$ cat src/ext_bus_map.svh
// Register offsets, field positions, reset values and codes of the bus bridge
// Included by the main module, lane steering, checker and bench; definitions only
`ifndef EXT_BUS_MAP_SVH
`define EXT_BUS_MAP_SVH
`define EXT_OFF_FUNC_EXT 12'h000
`define EXT_OFF_AREA_CFG 12'h004
`define EXT_OFF_STATUS 12'h008
`define EXT_FUNC_EXT_RESET 16'h0000
`define EXT_FUNC_EXT_WMASK 16'h8D00
`define EXT_BIT_LOCK 15
`define EXT_BIT_BURST 11
`define EXT_BIT_SHORT 10
`define EXT_BIT_PRIO 8
`define EXT_AREA_CFG_RESET 16'h0000
`define EXT_SIZE_BYTE 2'h0
`define EXT_SIZE_WORD 2'h1
`define EXT_SIZE_LONG 2'h2
`define EXT_WIDTH_8 2'h0
`define EXT_WIDTH_16 2'h1
`define EXT_WIDTH_32 2'h2
`define EXT_WIDTH_MPX 2'h3
`define EXT_INFO_LONGS_NORMAL 3'h4
`define EXT_INFO_LONGS_SHORT 3'h3
`define EXT_SHORT_TOP 8'hFF
`define EXT_NUM_REQ 8
`endif

$ cat src/ext_bus_pkg.sv
// Types shared by the bus bridge modules
// Codes written as literals; does not use ext_bus_map.svh
package ext_bus_pkg;
	typedef enum logic [2:0] {
		XS_IDLE = 3'h0,
		XS_VECTOR = 3'h1,
		XS_INFO = 3'h3,
		XS_DATA = 3'h2,
		XS_WBACK = 3'h6,
		XS_NOP = 3'h7
	} xfer_state_t;
	typedef enum logic [1:0] {
		BS_IDLE = 2'h0,
		BS_CYCLE = 2'h1,
		BS_DONE = 2'h3
	} beat_state_t;
endpackage

$ cat src/ext_bus_bridge.sv
// Bus bridge: AHB-Lite register slave, access splitter, transfer release control
// Assumes one AHB-Lite master, single aligned word transfers, one clock
`timescale 1ns/1ps
`include "ext_bus_map.svh"
// Function
// - Lock clear: release at nop or write-back
// - Lock set: release after every step
// - Burst clear: release after each request
// - Burst set, lock clear: hold bus until none pending
// - Short mode reads three longwords, else four
// - Short mode forces top address byte ones
// - Priority bit: arrival order or fixed priority
// - Priority mode never skips info read
// - Reserved extension bits read zero
// - Areas 1-7 use own byte order
// - Area 0 order ignored without ROM
// - Widths 8, 16, 32 supported
// - Multiplexed space fixed or address-picked width
// - Wide accesses split into narrower beats
// - 32-bit big endian lane order
// - 16-bit big endian lanes, two beats per longword
// - 8-bit big endian, MSB first
// - 32-bit little endian lane order
// - 16-bit little endian, low half first
// - 8-bit little endian, LSB first
module ext_bus_bridge (
	input wire logic clock,
	input wire logic rst,
	input wire logic hsel,
	input wire logic [11:0] haddr,
	input wire logic [1:0] htrans,
	input wire logic hwrite,
	input wire logic [2:0] hsize,
	input wire logic [31:0] hwdata,
	input wire logic hready,
	output logic [31:0] hrdata,
	output logic hreadyout,
	output logic hresp,
	input wire logic rom_enabled,
	input wire logic mpx_addr_wide,
	input wire logic acc_valid,
	output logic acc_ready,
	input wire logic [2:0] acc_area,
	input wire logic [31:0] acc_addr,
	input wire logic [1:0] acc_size,
	input wire logic acc_write,
	input wire logic [31:0] acc_wdata,
	output logic [31:0] acc_rdata,
	output logic acc_done,
	output logic [31:0] ext_addr,
	output logic [31:0] ext_wdata,
	output logic ext_write,
	output logic ext_cycle,
	input wire logic ext_cycle_done,
	input wire logic [31:0] ext_rdata,
	output logic write_strobe_lane3_n,
	output logic write_strobe_lane2_n,
	output logic write_strobe_lane1_n,
	output logic write_strobe_lane0_n,
	output logic byte_mask_lane3,
	output logic byte_mask_lane2,
	output logic byte_mask_lane1,
	output logic byte_mask_lane0,
	input wire logic [`EXT_NUM_REQ-1:0] xfer_req,
	input wire logic xfer_step_done,
	input wire logic xfer_nop_after_vector,
	input wire logic xfer_single_done,
	output logic [`EXT_NUM_REQ-1:0] xfer_grant,
	output logic xfer_bus_held,
	output logic xfer_bus_release,
	output logic [2:0] xfer_info_longs,
	output logic xfer_short_info_mode,
	output logic xfer_info_skip_allowed,
	input wire logic [31:0] xfer_src_in,
	input wire logic [31:0] xfer_dst_in,
	output logic [31:0] transfer_source_address,
	output logic [31:0] transfer_destination_address
);
	logic [15:0] bus_function_extension;
	logic [15:0] area_endian;
	logic [15:0] area_width;
	logic wr_pend;
	logic [11:0] wr_addr;
	logic [7:0] req_sync1;
	logic [7:0] req_sync2;
	logic [7:0] pending;
	logic [7:0] arrival;
	logic [2:0] active_req;
	ext_bus_pkg::xfer_state_t xs;
	ext_bus_pkg::xfer_state_t next_xs;
	ext_bus_pkg::beat_state_t bs;
	logic [31:0] base_addr;
	logic [31:0] wdata_hold;
	logic [31:0] rdata_acc;
	logic [1:0] size_hold;
	logic [1:0] width_hold;
	logic little_hold;
	logic write_hold;
	logic [1:0] beat_cnt;
	logic [1:0] beat_last;
	wire lock_en = bus_function_extension[`EXT_BIT_LOCK];
	wire burst_en = bus_function_extension[`EXT_BIT_BURST];
	wire prio_en = bus_function_extension[`EXT_BIT_PRIO];
	wire addr_phase = hsel && hready && htrans[1];
	wire wr_func = wr_pend && wr_addr == `EXT_OFF_FUNC_EXT;
	wire wr_area = wr_pend && wr_addr == `EXT_OFF_AREA_CFG;
	wire [1:0] acc_width_raw = area_width[2*acc_area +: 2];
	wire [1:0] acc_width = acc_width_raw == `EXT_WIDTH_MPX
		? (mpx_addr_wide ? `EXT_WIDTH_16 : `EXT_WIDTH_8) : acc_width_raw;
	wire acc_little = (acc_area == 3'h0 && !rom_enabled) ? 1'b0 : area_endian[2*acc_area];
	// beats needed, less one, per size and width
	wire [1:0] beats_m1 = acc_width == `EXT_WIDTH_32 ? 2'h0
		: acc_width == `EXT_WIDTH_16 ? (acc_size == `EXT_SIZE_LONG ? 2'h1 : 2'h0)
		: (acc_size == `EXT_SIZE_LONG ? 2'h3 : acc_size == `EXT_SIZE_WORD ? 2'h1 : 2'h0);
	wire [1:0] beat_size = width_hold == `EXT_WIDTH_32 ? size_hold
		: width_hold == `EXT_WIDTH_16 ? (size_hold == `EXT_SIZE_BYTE ? `EXT_SIZE_BYTE
		: `EXT_SIZE_WORD) : `EXT_SIZE_BYTE;
	wire [1:0] beat_step = width_hold == `EXT_WIDTH_16 ? {beat_cnt[0], 1'b0} : beat_cnt;
	wire [31:0] beat_addr = base_addr + {30'h0, beat_step};
	wire [1:0] slice = little_hold ? beat_cnt : beat_last - beat_cnt;
	wire [31:0] beat_wdata = width_hold == `EXT_WIDTH_16 ? {16'h0000, wdata_hold[16*slice[0] +: 16]}
		: width_hold == `EXT_WIDTH_32 ? wdata_hold : {24'h00_0000, wdata_hold[8*slice +: 8]};
	wire [31:0] lane_data;
	wire [3:0] lane_strobe;
	wire [31:0] read_slice = width_hold == `EXT_WIDTH_32 ? ext_rdata
		: width_hold == `EXT_WIDTH_16 ? {16'h0000, ext_rdata[15:0]} : {24'h00_0000, ext_rdata[7:0]};
	wire [31:0] read_merge = width_hold == `EXT_WIDTH_32 ? read_slice
		: width_hold == `EXT_WIDTH_16 ? (slice[0] ? {read_slice[15:0], rdata_acc[15:0]}
		: {rdata_acc[31:16], read_slice[15:0]})
		: (rdata_acc & ~(32'h0000_00FF << {slice, 3'h0})) | (read_slice << {slice, 3'h0});
	// Status packs 17 bits, so 15 leading zeros fill the word
	wire [31:0] rd_mux = haddr == `EXT_OFF_FUNC_EXT ? {16'h0000, bus_function_extension}
		: haddr == `EXT_OFF_AREA_CFG ? {area_width, area_endian}
		: haddr == `EXT_OFF_STATUS ? {15'h0000, pending, 2'h0, xfer_bus_held, xs, active_req}
		: 32'h0000_0000;
	ext_lane_steer steer (
		.beat_addr(beat_addr[1:0]),
		.beat_size(beat_size),
		.width(width_hold),
		.little(little_hold),
		.beat_data(beat_wdata),
		.lane_data(lane_data),
		.lane_strobe(lane_strobe)
	);
	assign hreadyout = 1'b1;
	assign hresp = 1'b0;
	always_ff @(posedge clock) begin
		if (rst) begin
			wr_pend <= 1'b0;
			wr_addr <= 12'h000;
		end else begin
			wr_pend <= addr_phase && hwrite;
			wr_addr <= haddr;
		end
	end
	always_ff @(posedge clock) begin
		if (rst) begin
			hrdata <= 32'h0000_0000;
		end else if (addr_phase && !hwrite) begin
			hrdata <= rd_mux;
		end
	end
	always_ff @(posedge clock) begin
		if (rst) begin
			bus_function_extension <= `EXT_FUNC_EXT_RESET;
			area_endian <= `EXT_AREA_CFG_RESET;
			area_width <= `EXT_AREA_CFG_RESET;
		end else begin
			if (wr_func)
				bus_function_extension <= hwdata[15:0] & `EXT_FUNC_EXT_WMASK;
			if (wr_area) begin
				area_endian <= hwdata[15:0];
				area_width <= hwdata[31:16];
			end
		end
	end
	// Requests arrive from other logic; synced as pins to be safe
	always_ff @(posedge clock) begin
		if (rst) begin
			req_sync1 <= 8'h00;
			req_sync2 <= 8'h00;
		end else begin
			req_sync1 <= xfer_req;
			req_sync2 <= req_sync1;
		end
	end
	// Finishing request is no candidate, else burst repeats it
	wire finish = (xs == ext_bus_pkg::XS_WBACK && xfer_step_done) || xs == ext_bus_pkg::XS_NOP;
	wire [7:0] done_mask = (finish ? 8'h01 : 8'h00) << active_req;
	wire [7:0] avail = pending & ~done_mask;
	logic [2:0] pick;
	logic pick_ok;
	always_comb begin
		pick = 3'h0;
		pick_ok = 1'b0;
		for (int i = `EXT_NUM_REQ - 1; i >= 0; i--) begin
			if (avail[i] && (prio_en || !pick_ok || arrival[i])) begin
				pick = 3'(i);
				pick_ok = 1'b1;
			end
		end
	end
	wire more = |(pending & ~(8'h01 << active_req));
	// release points by lock bit
	// Unlocked release as write-back ends or at nop; with burst set, only once none pending
	wire rel_step = lock_en ? xfer_step_done : finish;
	always_comb begin
		next_xs = xs;
		case (xs)
			ext_bus_pkg::XS_IDLE: next_xs = pick_ok ? ext_bus_pkg::XS_VECTOR : xs;
			ext_bus_pkg::XS_VECTOR: if (xfer_nop_after_vector) begin
				next_xs = ext_bus_pkg::XS_NOP;
			end else if (xfer_step_done) begin
				next_xs = ext_bus_pkg::XS_INFO;
			end
			ext_bus_pkg::XS_INFO: next_xs = xfer_step_done ? ext_bus_pkg::XS_DATA : xs;
			ext_bus_pkg::XS_DATA: next_xs = xfer_single_done ? ext_bus_pkg::XS_WBACK : xs;
			ext_bus_pkg::XS_WBACK: begin
				if (xfer_step_done)
					next_xs = (burst_en && more) ? ext_bus_pkg::XS_VECTOR : ext_bus_pkg::XS_IDLE;
			end
			ext_bus_pkg::XS_NOP: next_xs = ext_bus_pkg::XS_IDLE;
			default: next_xs = ext_bus_pkg::XS_IDLE;
		endcase
	end
	always_ff @(posedge clock) begin
		if (rst) begin
			xs <= ext_bus_pkg::XS_IDLE;
			pending <= 8'h00;
			arrival <= 8'h00;
			active_req <= 3'h0;
			xfer_bus_release <= 1'b0;
		end else begin
			xs <= next_xs;
			// Set wins over the service clear
			pending <= avail | req_sync2;
			arrival <= pending == 8'h00 ? req_sync2 : arrival & pending;
			if (xs == ext_bus_pkg::XS_IDLE && pick_ok)
				active_req <= pick;
			else if (xs == ext_bus_pkg::XS_WBACK && xfer_step_done && burst_en && more)
				active_req <= pick;
			xfer_bus_release <= xs != ext_bus_pkg::XS_IDLE && (xs == ext_bus_pkg::XS_VECTOR
				? (lock_en ? xfer_step_done : 1'b0) : rel_step && (!burst_en || !more || lock_en));
		end
	end
	assign xfer_bus_held = xs != ext_bus_pkg::XS_IDLE;
	assign xfer_grant = xfer_bus_held ? (8'h01 << active_req) : 8'h00;
	assign xfer_info_longs = bus_function_extension[`EXT_BIT_SHORT]
		? `EXT_INFO_LONGS_SHORT : `EXT_INFO_LONGS_NORMAL;
	assign xfer_short_info_mode = bus_function_extension[`EXT_BIT_SHORT];
	assign xfer_info_skip_allowed = !prio_en;
	// top byte forced in short mode
	assign transfer_source_address = xfer_short_info_mode
		? {`EXT_SHORT_TOP, xfer_src_in[23:0]} : xfer_src_in;
	assign transfer_destination_address = xfer_short_info_mode
		? {`EXT_SHORT_TOP, xfer_dst_in[23:0]} : xfer_dst_in;
	always_ff @(posedge clock) begin
		if (rst) begin
			bs <= ext_bus_pkg::BS_IDLE;
			base_addr <= 32'h0000_0000;
			wdata_hold <= 32'h0000_0000;
			rdata_acc <= 32'h0000_0000;
			size_hold <= `EXT_SIZE_BYTE;
			width_hold <= `EXT_WIDTH_8;
			little_hold <= 1'b0;
			write_hold <= 1'b0;
			beat_cnt <= 2'h0;
			beat_last <= 2'h0;
			acc_rdata <= 32'h0000_0000;
		end else begin
			case (bs)
				ext_bus_pkg::BS_IDLE: if (acc_valid) begin
					base_addr <= acc_addr;
					wdata_hold <= acc_wdata;
					rdata_acc <= 32'h0000_0000;
					size_hold <= acc_size;
					width_hold <= acc_width;
					little_hold <= acc_little;
					write_hold <= acc_write;
					beat_cnt <= 2'h0;
					beat_last <= beats_m1;
					bs <= ext_bus_pkg::BS_CYCLE;
				end
				ext_bus_pkg::BS_CYCLE: if (ext_cycle_done) begin
					rdata_acc <= read_merge;
					if (beat_cnt == beat_last) begin
						acc_rdata <= read_merge;
						bs <= ext_bus_pkg::BS_DONE;
					end else begin
						beat_cnt <= beat_cnt + 2'h1;
					end
				end
				ext_bus_pkg::BS_DONE: bs <= ext_bus_pkg::BS_IDLE;
				default: bs <= ext_bus_pkg::BS_IDLE;
			endcase
		end
	end
	assign acc_ready = bs == ext_bus_pkg::BS_IDLE;
	assign acc_done = bs == ext_bus_pkg::BS_DONE;
	assign ext_cycle = bs == ext_bus_pkg::BS_CYCLE;
	assign ext_addr = beat_addr;
	assign ext_write = write_hold;
	assign ext_wdata = lane_data;
	wire [3:0] lanes_on = ext_cycle ? lane_strobe : 4'h0;
	assign write_strobe_lane3_n = !(lanes_on[3] && write_hold);
	assign write_strobe_lane2_n = !(lanes_on[2] && write_hold);
	assign write_strobe_lane1_n = !(lanes_on[1] && write_hold);
	assign write_strobe_lane0_n = !(lanes_on[0] && write_hold);
	assign byte_mask_lane3 = !lanes_on[3];
	assign byte_mask_lane2 = !lanes_on[2];
	assign byte_mask_lane1 = !lanes_on[1];
	assign byte_mask_lane0 = !lanes_on[0];
endmodule

$ cat src/ext_lane_steer.sv
// Lane steering for one external beat: data, write strobes, byte masks
// Pure combinational; caller supplies beat address, size and width
`timescale 1ns/1ps
`include "ext_bus_map.svh"
module ext_lane_steer (
	input wire logic [1:0] beat_addr,
	input wire logic [1:0] beat_size,
	input wire logic [1:0] width,
	input wire logic little,
	input wire logic [31:0] beat_data,
	output logic [31:0] lane_data,
	output logic [3:0] lane_strobe
);
	logic [1:0] lane_pos;
	logic [3:0] one_lane;
	always_comb begin
		lane_pos = 2'h0;
		lane_data = 32'h0000_0000;
		lane_strobe = 4'h0;
		one_lane = 4'h0;
		case (width)
			`EXT_WIDTH_32: begin
				lane_pos = little ? beat_addr : ~beat_addr;
				if (beat_size == `EXT_SIZE_LONG) begin
					lane_data = beat_data;
					lane_strobe = 4'hF;
				end else if (beat_size == `EXT_SIZE_WORD) begin
					lane_data = (beat_addr[1] ^ ~little) ? {beat_data[15:0], 16'h0000}
						: {16'h0000, beat_data[15:0]};
					lane_strobe = (beat_addr[1] ^ ~little) ? 4'hC : 4'h3;
				end else begin
					one_lane[lane_pos] = 1'b1;
					lane_strobe = one_lane;
					lane_data = {4{beat_data[7:0]}};
				end
			end
			`EXT_WIDTH_16, `EXT_WIDTH_MPX: begin
				if (beat_size == `EXT_SIZE_BYTE) begin
					lane_strobe = (beat_addr[0] ^ little) ? 4'h1 : 4'h2;
					lane_data = {16'h0000, beat_data[7:0], beat_data[7:0]};
				end else begin
					lane_strobe = 4'h3;
					lane_data = {16'h0000, beat_data[15:0]};
				end
			end
			default: begin
				lane_strobe = 4'h1;
				lane_data = {24'h00_0000, beat_data[7:0]};
			end
		endcase
	end
endmodule
$ cat config.mk
export PLATFORM = sky130hd
export DESIGN_NAME = ext_bus_bridge
export DESIGN_NICKNAME = d
export VERILOG_FILES = /design/src/ext_bus_pkg.sv /design/src/ext_bus_bridge.sv /design/src/ext_lane_steer.sv
export VERILOG_INCLUDE_DIRS = /design/src /design/src/src
export SDC_FILE = /design/constraint.sdc
export NUM_CORES = 1
export LEC_CHECK = 0
export BUFFER_PORTS_ARGS = -buffer_cell sky130_fd_sc_hd__buf_2
export CAP_MARGIN = 20
export CORE_AREA = 5 5 177 179
export CTS_CLUSTER_SIZE = 12
export DETAILED_ROUTE_END_ITERATION = 10
export DIE_AREA = 0 0 182 184
export PLACE_DENSITY = 0.72
export SLEW_MARGIN = 30
export SYNTH_ARGS = -nofsm -noshare
export SYNTH_HDL_FRONTEND = slang
export SYNTH_SLANG_ARGS = --single-unit
$ cat constraint.sdc
create_clock -name clock -period 3.06 [get_ports clock]
set_input_delay 0.153 -clock clock [delete_from_list [all_inputs] [get_ports clock]]
set_output_delay 0.153 -clock clock [all_outputs]
set_load 0.01 [all_outputs]
### After elaboration in Yosys (flattened, before gate mapping)

Index checks and enable logic that the tools add are counted.

| word-level totals | value |
|---|---|
| flip-flop bits (word level) | 260 |

| cells by class | value |
|---|---|
| eq/ne operators | 30 |
| add/subtract/negate cells | 3 |
| shift-type cells | 7 |
| reduce and logical (&&, ||, !) cells | 82 |
| muxes and demuxes | 86 |
| bitwise logic cells | 13 |
| order comparisons | 3 |

Operator list:

| operator | count |
|---|---|
| 32-bit 2-to-1 mux | 15 |
| 32-bit one-hot mux with 2 select lines | 2 |
| 3-bit 2-to-1 mux | 17 |
| 32-bit by 2-bit adder with 32-bit output | 1 |
| 32-bit bitwise AND | 1 |
| 16-bit 2-to-1 mux | 2 |
| 32-bit inverter | 1 |
| 32-bit bitwise OR | 1 |
| 32-bit by 6-bit variable part select with 16-bit output | 1 |
| 32-bit by 6-bit variable part select with 8-bit output | 1 |
| 32-bit by 5-bit left shift with 32-bit output | 1 |
| 8-bit by 5-bit left shift with 32-bit output (first input constant) | 1 |
| 2-bit 2-to-1 mux | 15 |
| 1-bit logical AND | 26 |
| 8-bit bitwise AND | 3 |
| 12-bit by 3-bit equality test with 1-bit output (second input constant) | 2 |
| 12-bit logical NOT | 2 |
| 1-bit 2-to-1 mux | 21 |
| 1-bit logical NOT | 20 |
| 4-bit 2-to-1 mux | 5 |
| 1-bit logical OR | 17 |
| 17-bit 2-to-1 mux | 1 |
| 8-bit 2-to-1 mux | 2 |
| 8-bit inverter | 2 |
| 38 further kinds | 64 |

### Longest topological paths before layout

| depth | value |
|---|---|
| word-level depth | 45 |
| depth in mapped cells | 13 |

### By module

Synthesis repeated with hierarchy kept, for this count alone.

| second synthesis, totals | value |
|---|---|
| cells, all modules | 1,763 |
| area, all modules | 13,860.8 µm² |

Modules (own cells, without submodules):

| module | sequential area each (µm²) | cells an instance | instances | area each (µm²) |
|---|---|---|---|---|
| ext_bus_bridge | 5,185.0 | 1,626 | 1 | 12,927.4 |
| ext_lane_steer | 0.0 | 137 | 1 | 933.4 |

### Worst setup path before layout

Ideal clock, no wire load.

| timing | value |
|---|---|
| kind | reg2out |
| start point | register width_hold[0] |
| end point | output write_strobe_lane0_n |
| setup slack | 0.143 ns |
| required time | 2.907 ns |
| cell stages (with the launch flop) | 14 |
| data arrival time | 2.764 ns |
| path through | dfxtp_1 buf_2 nand2b_1 clkbuf_1 and2_1 ha_1 inv_1 fa_1 xor2_1 nor2_1 a21oi_1 nor2_1 o21ai_0 or2_2 |

| between the ends | value |
|---|---|
| longest elaborated chain between the ends | 15 |

RTL lines:

| what | line | RTL |
|---|---|---|
| from (decl) | ext_bus_bridge.sv:96 | `logic [1:0] width_hold;` |
| from (signal assigned) | ext_bus_bridge.sv:264 | `` width_hold <= `EXT_WIDTH_8; `` |
| from (signal assigned) | ext_bus_bridge.sv:277 | `width_hold <= acc_width;` |
| 2-bit by 1-bit equality test with 1-bit output | ext_lane_steer.sv:21 | `case (width)` |
| 2-bit 2-to-1 mux | ext_bus_bridge.sv:118 | `` wire [1:0] beat_step = width_hold == `EXT_WIDTH_16 ? {beat_cnt[0], 1'b0} : beat_cnt; `` |
| 32-bit by 2-bit adder with 32-bit output | ext_bus_bridge.sv:119 | `wire [31:0] beat_addr = base_addr + {30'h0, beat_step};` |
| 2-bit inverter | ext_lane_steer.sv:23 | `lane_pos = little ? beat_addr : ~beat_addr;` |
| 2-bit 2-to-1 mux | ext_lane_steer.sv:23 |  |
| 2-bit by 3-bit less-than comparator with 1-bit output (not written as such) or 2-bit by 1-bit >= comparator with 1-bit output (tied branches) | ext_lane_steer.sv:32 | `one_lane[lane_pos] = 1'b1;` |
| 1-bit logical AND (not written as such) | ext_lane_steer.sv:32 |  |
| 1-bit 2-to-1 mux (not written as such) | ext_lane_steer.sv:32 |  |
| 1-bit demux with 2-bit select | n/a |  |
| 4-bit 2-to-1 mux | ext_lane_steer.sv:27 | `` end else if (beat_size == `EXT_SIZE_WORD) begin `` |
| 4-bit 2-to-1 mux | ext_lane_steer.sv:24 | `` if (beat_size == `EXT_SIZE_LONG) begin `` |
| 4-bit one-hot mux with 2 select lines * | ext_lane_steer.sv:21 |  |
| 4-bit 2-to-1 mux * | ext_bus_bridge.sv:304 | `wire [3:0] lanes_on = ext_cycle ? lane_strobe : 4'h0;` |
| 1-bit logical AND * | ext_bus_bridge.sv:308 | `assign write_strobe_lane0_n = !(lanes_on[0] && write_hold);` |
| 1-bit logical NOT * | ext_bus_bridge.sv:308 |  |
| to (decl) | ext_bus_bridge.sv:59 | `output logic write_strobe_lane0_n,` |

Every way passes the cells marked *; elsewhere a longest branch is shown, timed or not.

### Final worst setup path

| timing | value |
|---|---|
| start point | register width_hold[1] |
| end point | output write_strobe_lane0_n |

Same word-level chain as after synthesis.

==> summary.txt <==
Run status
  • Status: finished with violations
  • Failing checks: negative setup slack

Layout
  • Sequential Area: ~5200 um2
  • Commonest non-fill, non-tap cell in the layout: buf_2
  • Most frequent cells in the layout: buf_2 (350), nand2_1 (279), dfxtp_1 (254)
  • Multi-input gate area: a little over 7000 um2
  • Fillers: about 2500
  • Syn-to-layout area delta: 36.0%
  • Final core utilization: around three fifths
  • Share of layout cells above drive strength 1: a little over a quarter
  • NumNets Final: roughly 2400
  • ANT cells: 0
  • Fin cells: 2520

Timing
  • Worst-Margin Slew: 973 ps
  • Max_slew headroom: between 30% and 40%
  • Clock Skews: 11.9 ps
  • # setup viols final: 6
  • RSZ-0062 raised after global routing: true
  • Fin crit share: 102%
  • Minimum clock period: 3140 ps
  • Pins over their slew limit: 0
  • Fmax: approximately 0.32 GHz
  • Final hold violations: 0
  • WHS: 26.5 ps
  • Worst setup margin: -75.6 ps

Synthesis
  • Multiplexer share of the synthesized area: 3.35%
  • Post-synthesis xor/xnor area fraction: 2.47%
  • Compound-gate portion of the synthesized area: between 20% and 30%
  • Post-Syn Area: around 13000 um2
  • Synth Area in Simple Gates: 23.2%
  • Post-Syn Instances: between 1500 and 2000
  • Ys flop type: dfxtp_1
  • Yosys reg bits: ~260
  • Adder-cell area share of the yosys netlist: less than 1%
  • Mean Syn Cell Area: 7.77 um2
  • Synth warn: 0
  • Post-synth EDFFs: 0
  • Yosys cell types: between 80 and 90
  • Synthesized Nets: 1927
  • Ys async rst share: 0%
  • Register area share after synthesis: 39.5%
  • Largest family of logic cells by synthesized area: simple AND/OR/NAND/NOR gates

Route
  • # DRC: 0
  • WL/cell: 19.0 um
  • DR WL met3: around 4.3 mm
  • Vias/cell: about 5.7
  • Max layer used: met4
  • DR iter-0 viols: around 1400
  • Met2 routed wirelength: 22.5 mm
  • Final wirelength: about 48 mm
  • Via Count: approximately 14000
  • DRT antenna net count: 0
  • M1 wire length: between 15 and 20 mm
  • First-pass iteration count of the detailed router: 6

Die
  • Core Region: between 20000 and 30000 um2
  • Starting density of the core: approximately 45%
  • Row Count: between 60 and 70
  • Die Wd: 182 um
  • Chip height: 184 um
  • Die area: 33500 um2
  • Ports: approximately 460

Power and ir drop
  • Peak VDD IR: between 300 and 400 uV
  • Leakage power: around 0.0074 uW
  • Pwr Density: between 400 and 500 nW/um2

Global route
  • Global-route wire length before repair: 74.0 mm
  • Vias in the first global route: about 14000
  • Initial antenna violation count: 0
  • GRT Util Overall: approximately a quarter
  • Gr ovfl total: 0
  • Largest net degree at the start of global routing: ~120

Clock network
  • # H-tree levels: 1
  • CTS Sinks: 259
  • Clock Tree Buf Depth: 3
  • CTS root buf: clkbuf_16
  • Cts bufs inserted: 29
  • CTS tree: yes
  • Later-pin clock latency in the skew report: 550 ps
  • Clock-pin transition on the worst setup and hold timing paths: 60 ps

Place
  • DP HPWL: between 30 and 40 mm
  • I/O Buffers: 353
  • Final GP Congestion: between 0.9 and 1
  • Placed instance count: approximately 2300

Critical path
  • Crit Path Category: flip-flop to output port
  • CP Launch Type: flip-flop
  • CP max FO: 5
  • R2R setup slack: 480 ps
  • FF-to-FF End: acc_rdata[28]
  • Critical Path AT: between 2000 and 3000 ps
  • Data required, critical path: around 2900 ps
  • FF-to-FF path depth: 5
  • FF-to-FF Start: bs[1]
  • CP Capture Type: output port

Min path
  • Hold crit path type: input port to flip-flop
  • Startpoint of the worst hold path: acc_area[2]
  • Hold depth: 3
  • Hold worst-path end: little_hold

Job
  • Maxcap violations: 0
==> kinds of logic (layout without fill, tap and decap cells) <==
kind of cell	count (synthesis)	after routing
DFF	259	259
xor gates and xnor gates	37	37
buffers and inverters	210	652
AOI/OAI and AO/OA	479	479
and+or+nand+nor	658	659
adders and majority gates	5	5
muxes	37	37
other	2	2
==> state kept, by name (all words and copies together), names as in the netlist, 12 cells and up <==
register	count
acc_rdata	32
area_endian	16
area_width	16
base_addr	32
hrdata	32
rdata_acc	32
wdata_hold	32
wr_addr	12
==> worst max path at each step <==
| stage | startpoint | endpoint | slack [ps] | cells after the start |
|---|---|---|---|---|
| final | width_hold[1] | write_strobe_lane0_n | -80 | 13 |
| after floorplan | width_hold[0] | write_strobe_lane0_n | 140 | 13 |
| after CTS | width_hold[1] | write_strobe_lane0_n | -50 | 12 |
| after global routing | width_hold[1] | write_strobe_lane0_n | -180 | 14 |
| after detailed placement | width_hold[1] | ext_wdata[30] | 180 | 11 |
| after global placement | width_hold[1] | ext_wdata[30] | 260 | 12 |
==> through the flow <==
step	TNS (ps)	setup slack, ps	power, uW	area, um2
finish	-229	-75.6	8720	17800
global route	-3360	-184	9060	17800
CTS	-287	-50.9	8650	17500
detailed placement	0	184	5110	14900
global placement	0	263	5090	14900
floorplan	0	143	4610	13100
==> power by group <==
group / leakage [uW] / internal [uW] / switching (uW)
Clock: 0.000452 / 1980 / 1400
Sequential: 0.00211 / 3510 / 152
Combinational: 0.00482 / 712 / 959
==> layer usage <==
metal | up-vias | GRT usage [%]
met2 | 824 | 44.7
met4 | 0 | 12.8
met1 | 6694 | 33.1
met3 | 164 | 5.28
met5 | - | 0
li1 | 6752 | -
==> cell usage after synthesis, types with 5 or more instances <==
library cell  count  area share (%)
a22oi_1          37             2.1
a311oi_1          6            0.40
o31ai_1           9            0.52
a31o_2            5            0.33
a222oi_1         12            0.92
nand4_1          17            0.81
nor3_1           26            0.99
nand2b_1         12            0.57
o221ai_1          6            0.40
o22ai_1          12            0.57
buf_2            13            0.50
nor2_1          150             4.3
a31oi_1          15            0.72
and2_1           11            0.52
xnor2_1          27             1.8
and4b_1           5            0.38
buf_4            52             3.0
nand2_1         282             8.1
inv_1            32            0.92
mux2_2            5            0.43
mux4_2            5            0.86
o21a_1            8            0.46
nor3b_1           6            0.34
clkbuf_1        104             3.0
and3_1            5            0.24
dfxtp_1         259              40
a211oi_1         10            0.57
mux2i_1          27             2.1
o21ai_1           6            0.23
o41ai_1           9            0.60
buf_1             7            0.20
o31a_1            5            0.33
nor2b_1          39             1.9
or2_2            25             1.2
xor2_1           10            0.67
nor4_1            7            0.33
nand3_1          50             1.9
o211ai_1         10            0.57
a21oi_1         188             7.2
o21ai_0          85             3.2
==> cell type report <==
class / instances / area share [%]
clock inverter: 10 / 0.484
sequential: 259 / 29.1
inverter: 33 / 0.695
timing repair buffer: 568 / 21.5
multi-input combinational: 1219 / 40.7
tap: 390 / 2.74
clock buffer: 41 / 4.71
==> timing repair <==
| item | CTS | global route |
|---|---|---|
| setup buffers | 8 | 11 |
| pin swaps | 14 | 38 |
| resized for setup | 39 | 57 |
| endpoints found under the setup margin | 42 | 44 |
| gates cloned | 0 | 1 |
| hold buffers | 143 | 0 |
| endpoints found under the hold margin | 157 | 0 |
==> critical path, cell delays in order (launching register included) <==
cell and delay (ps):
dfxtp_2 330, nand2b_4 140, and2_4 160, ha_4 150
inv_2 40, fa_2 480, xor2_4 180, buf_12 140
nor2_4 120, a21oi_2 70, nor2_1 130, o21ai_2 100
or2_4 260, buf_6 120
(Power assumes the default switching activity.)
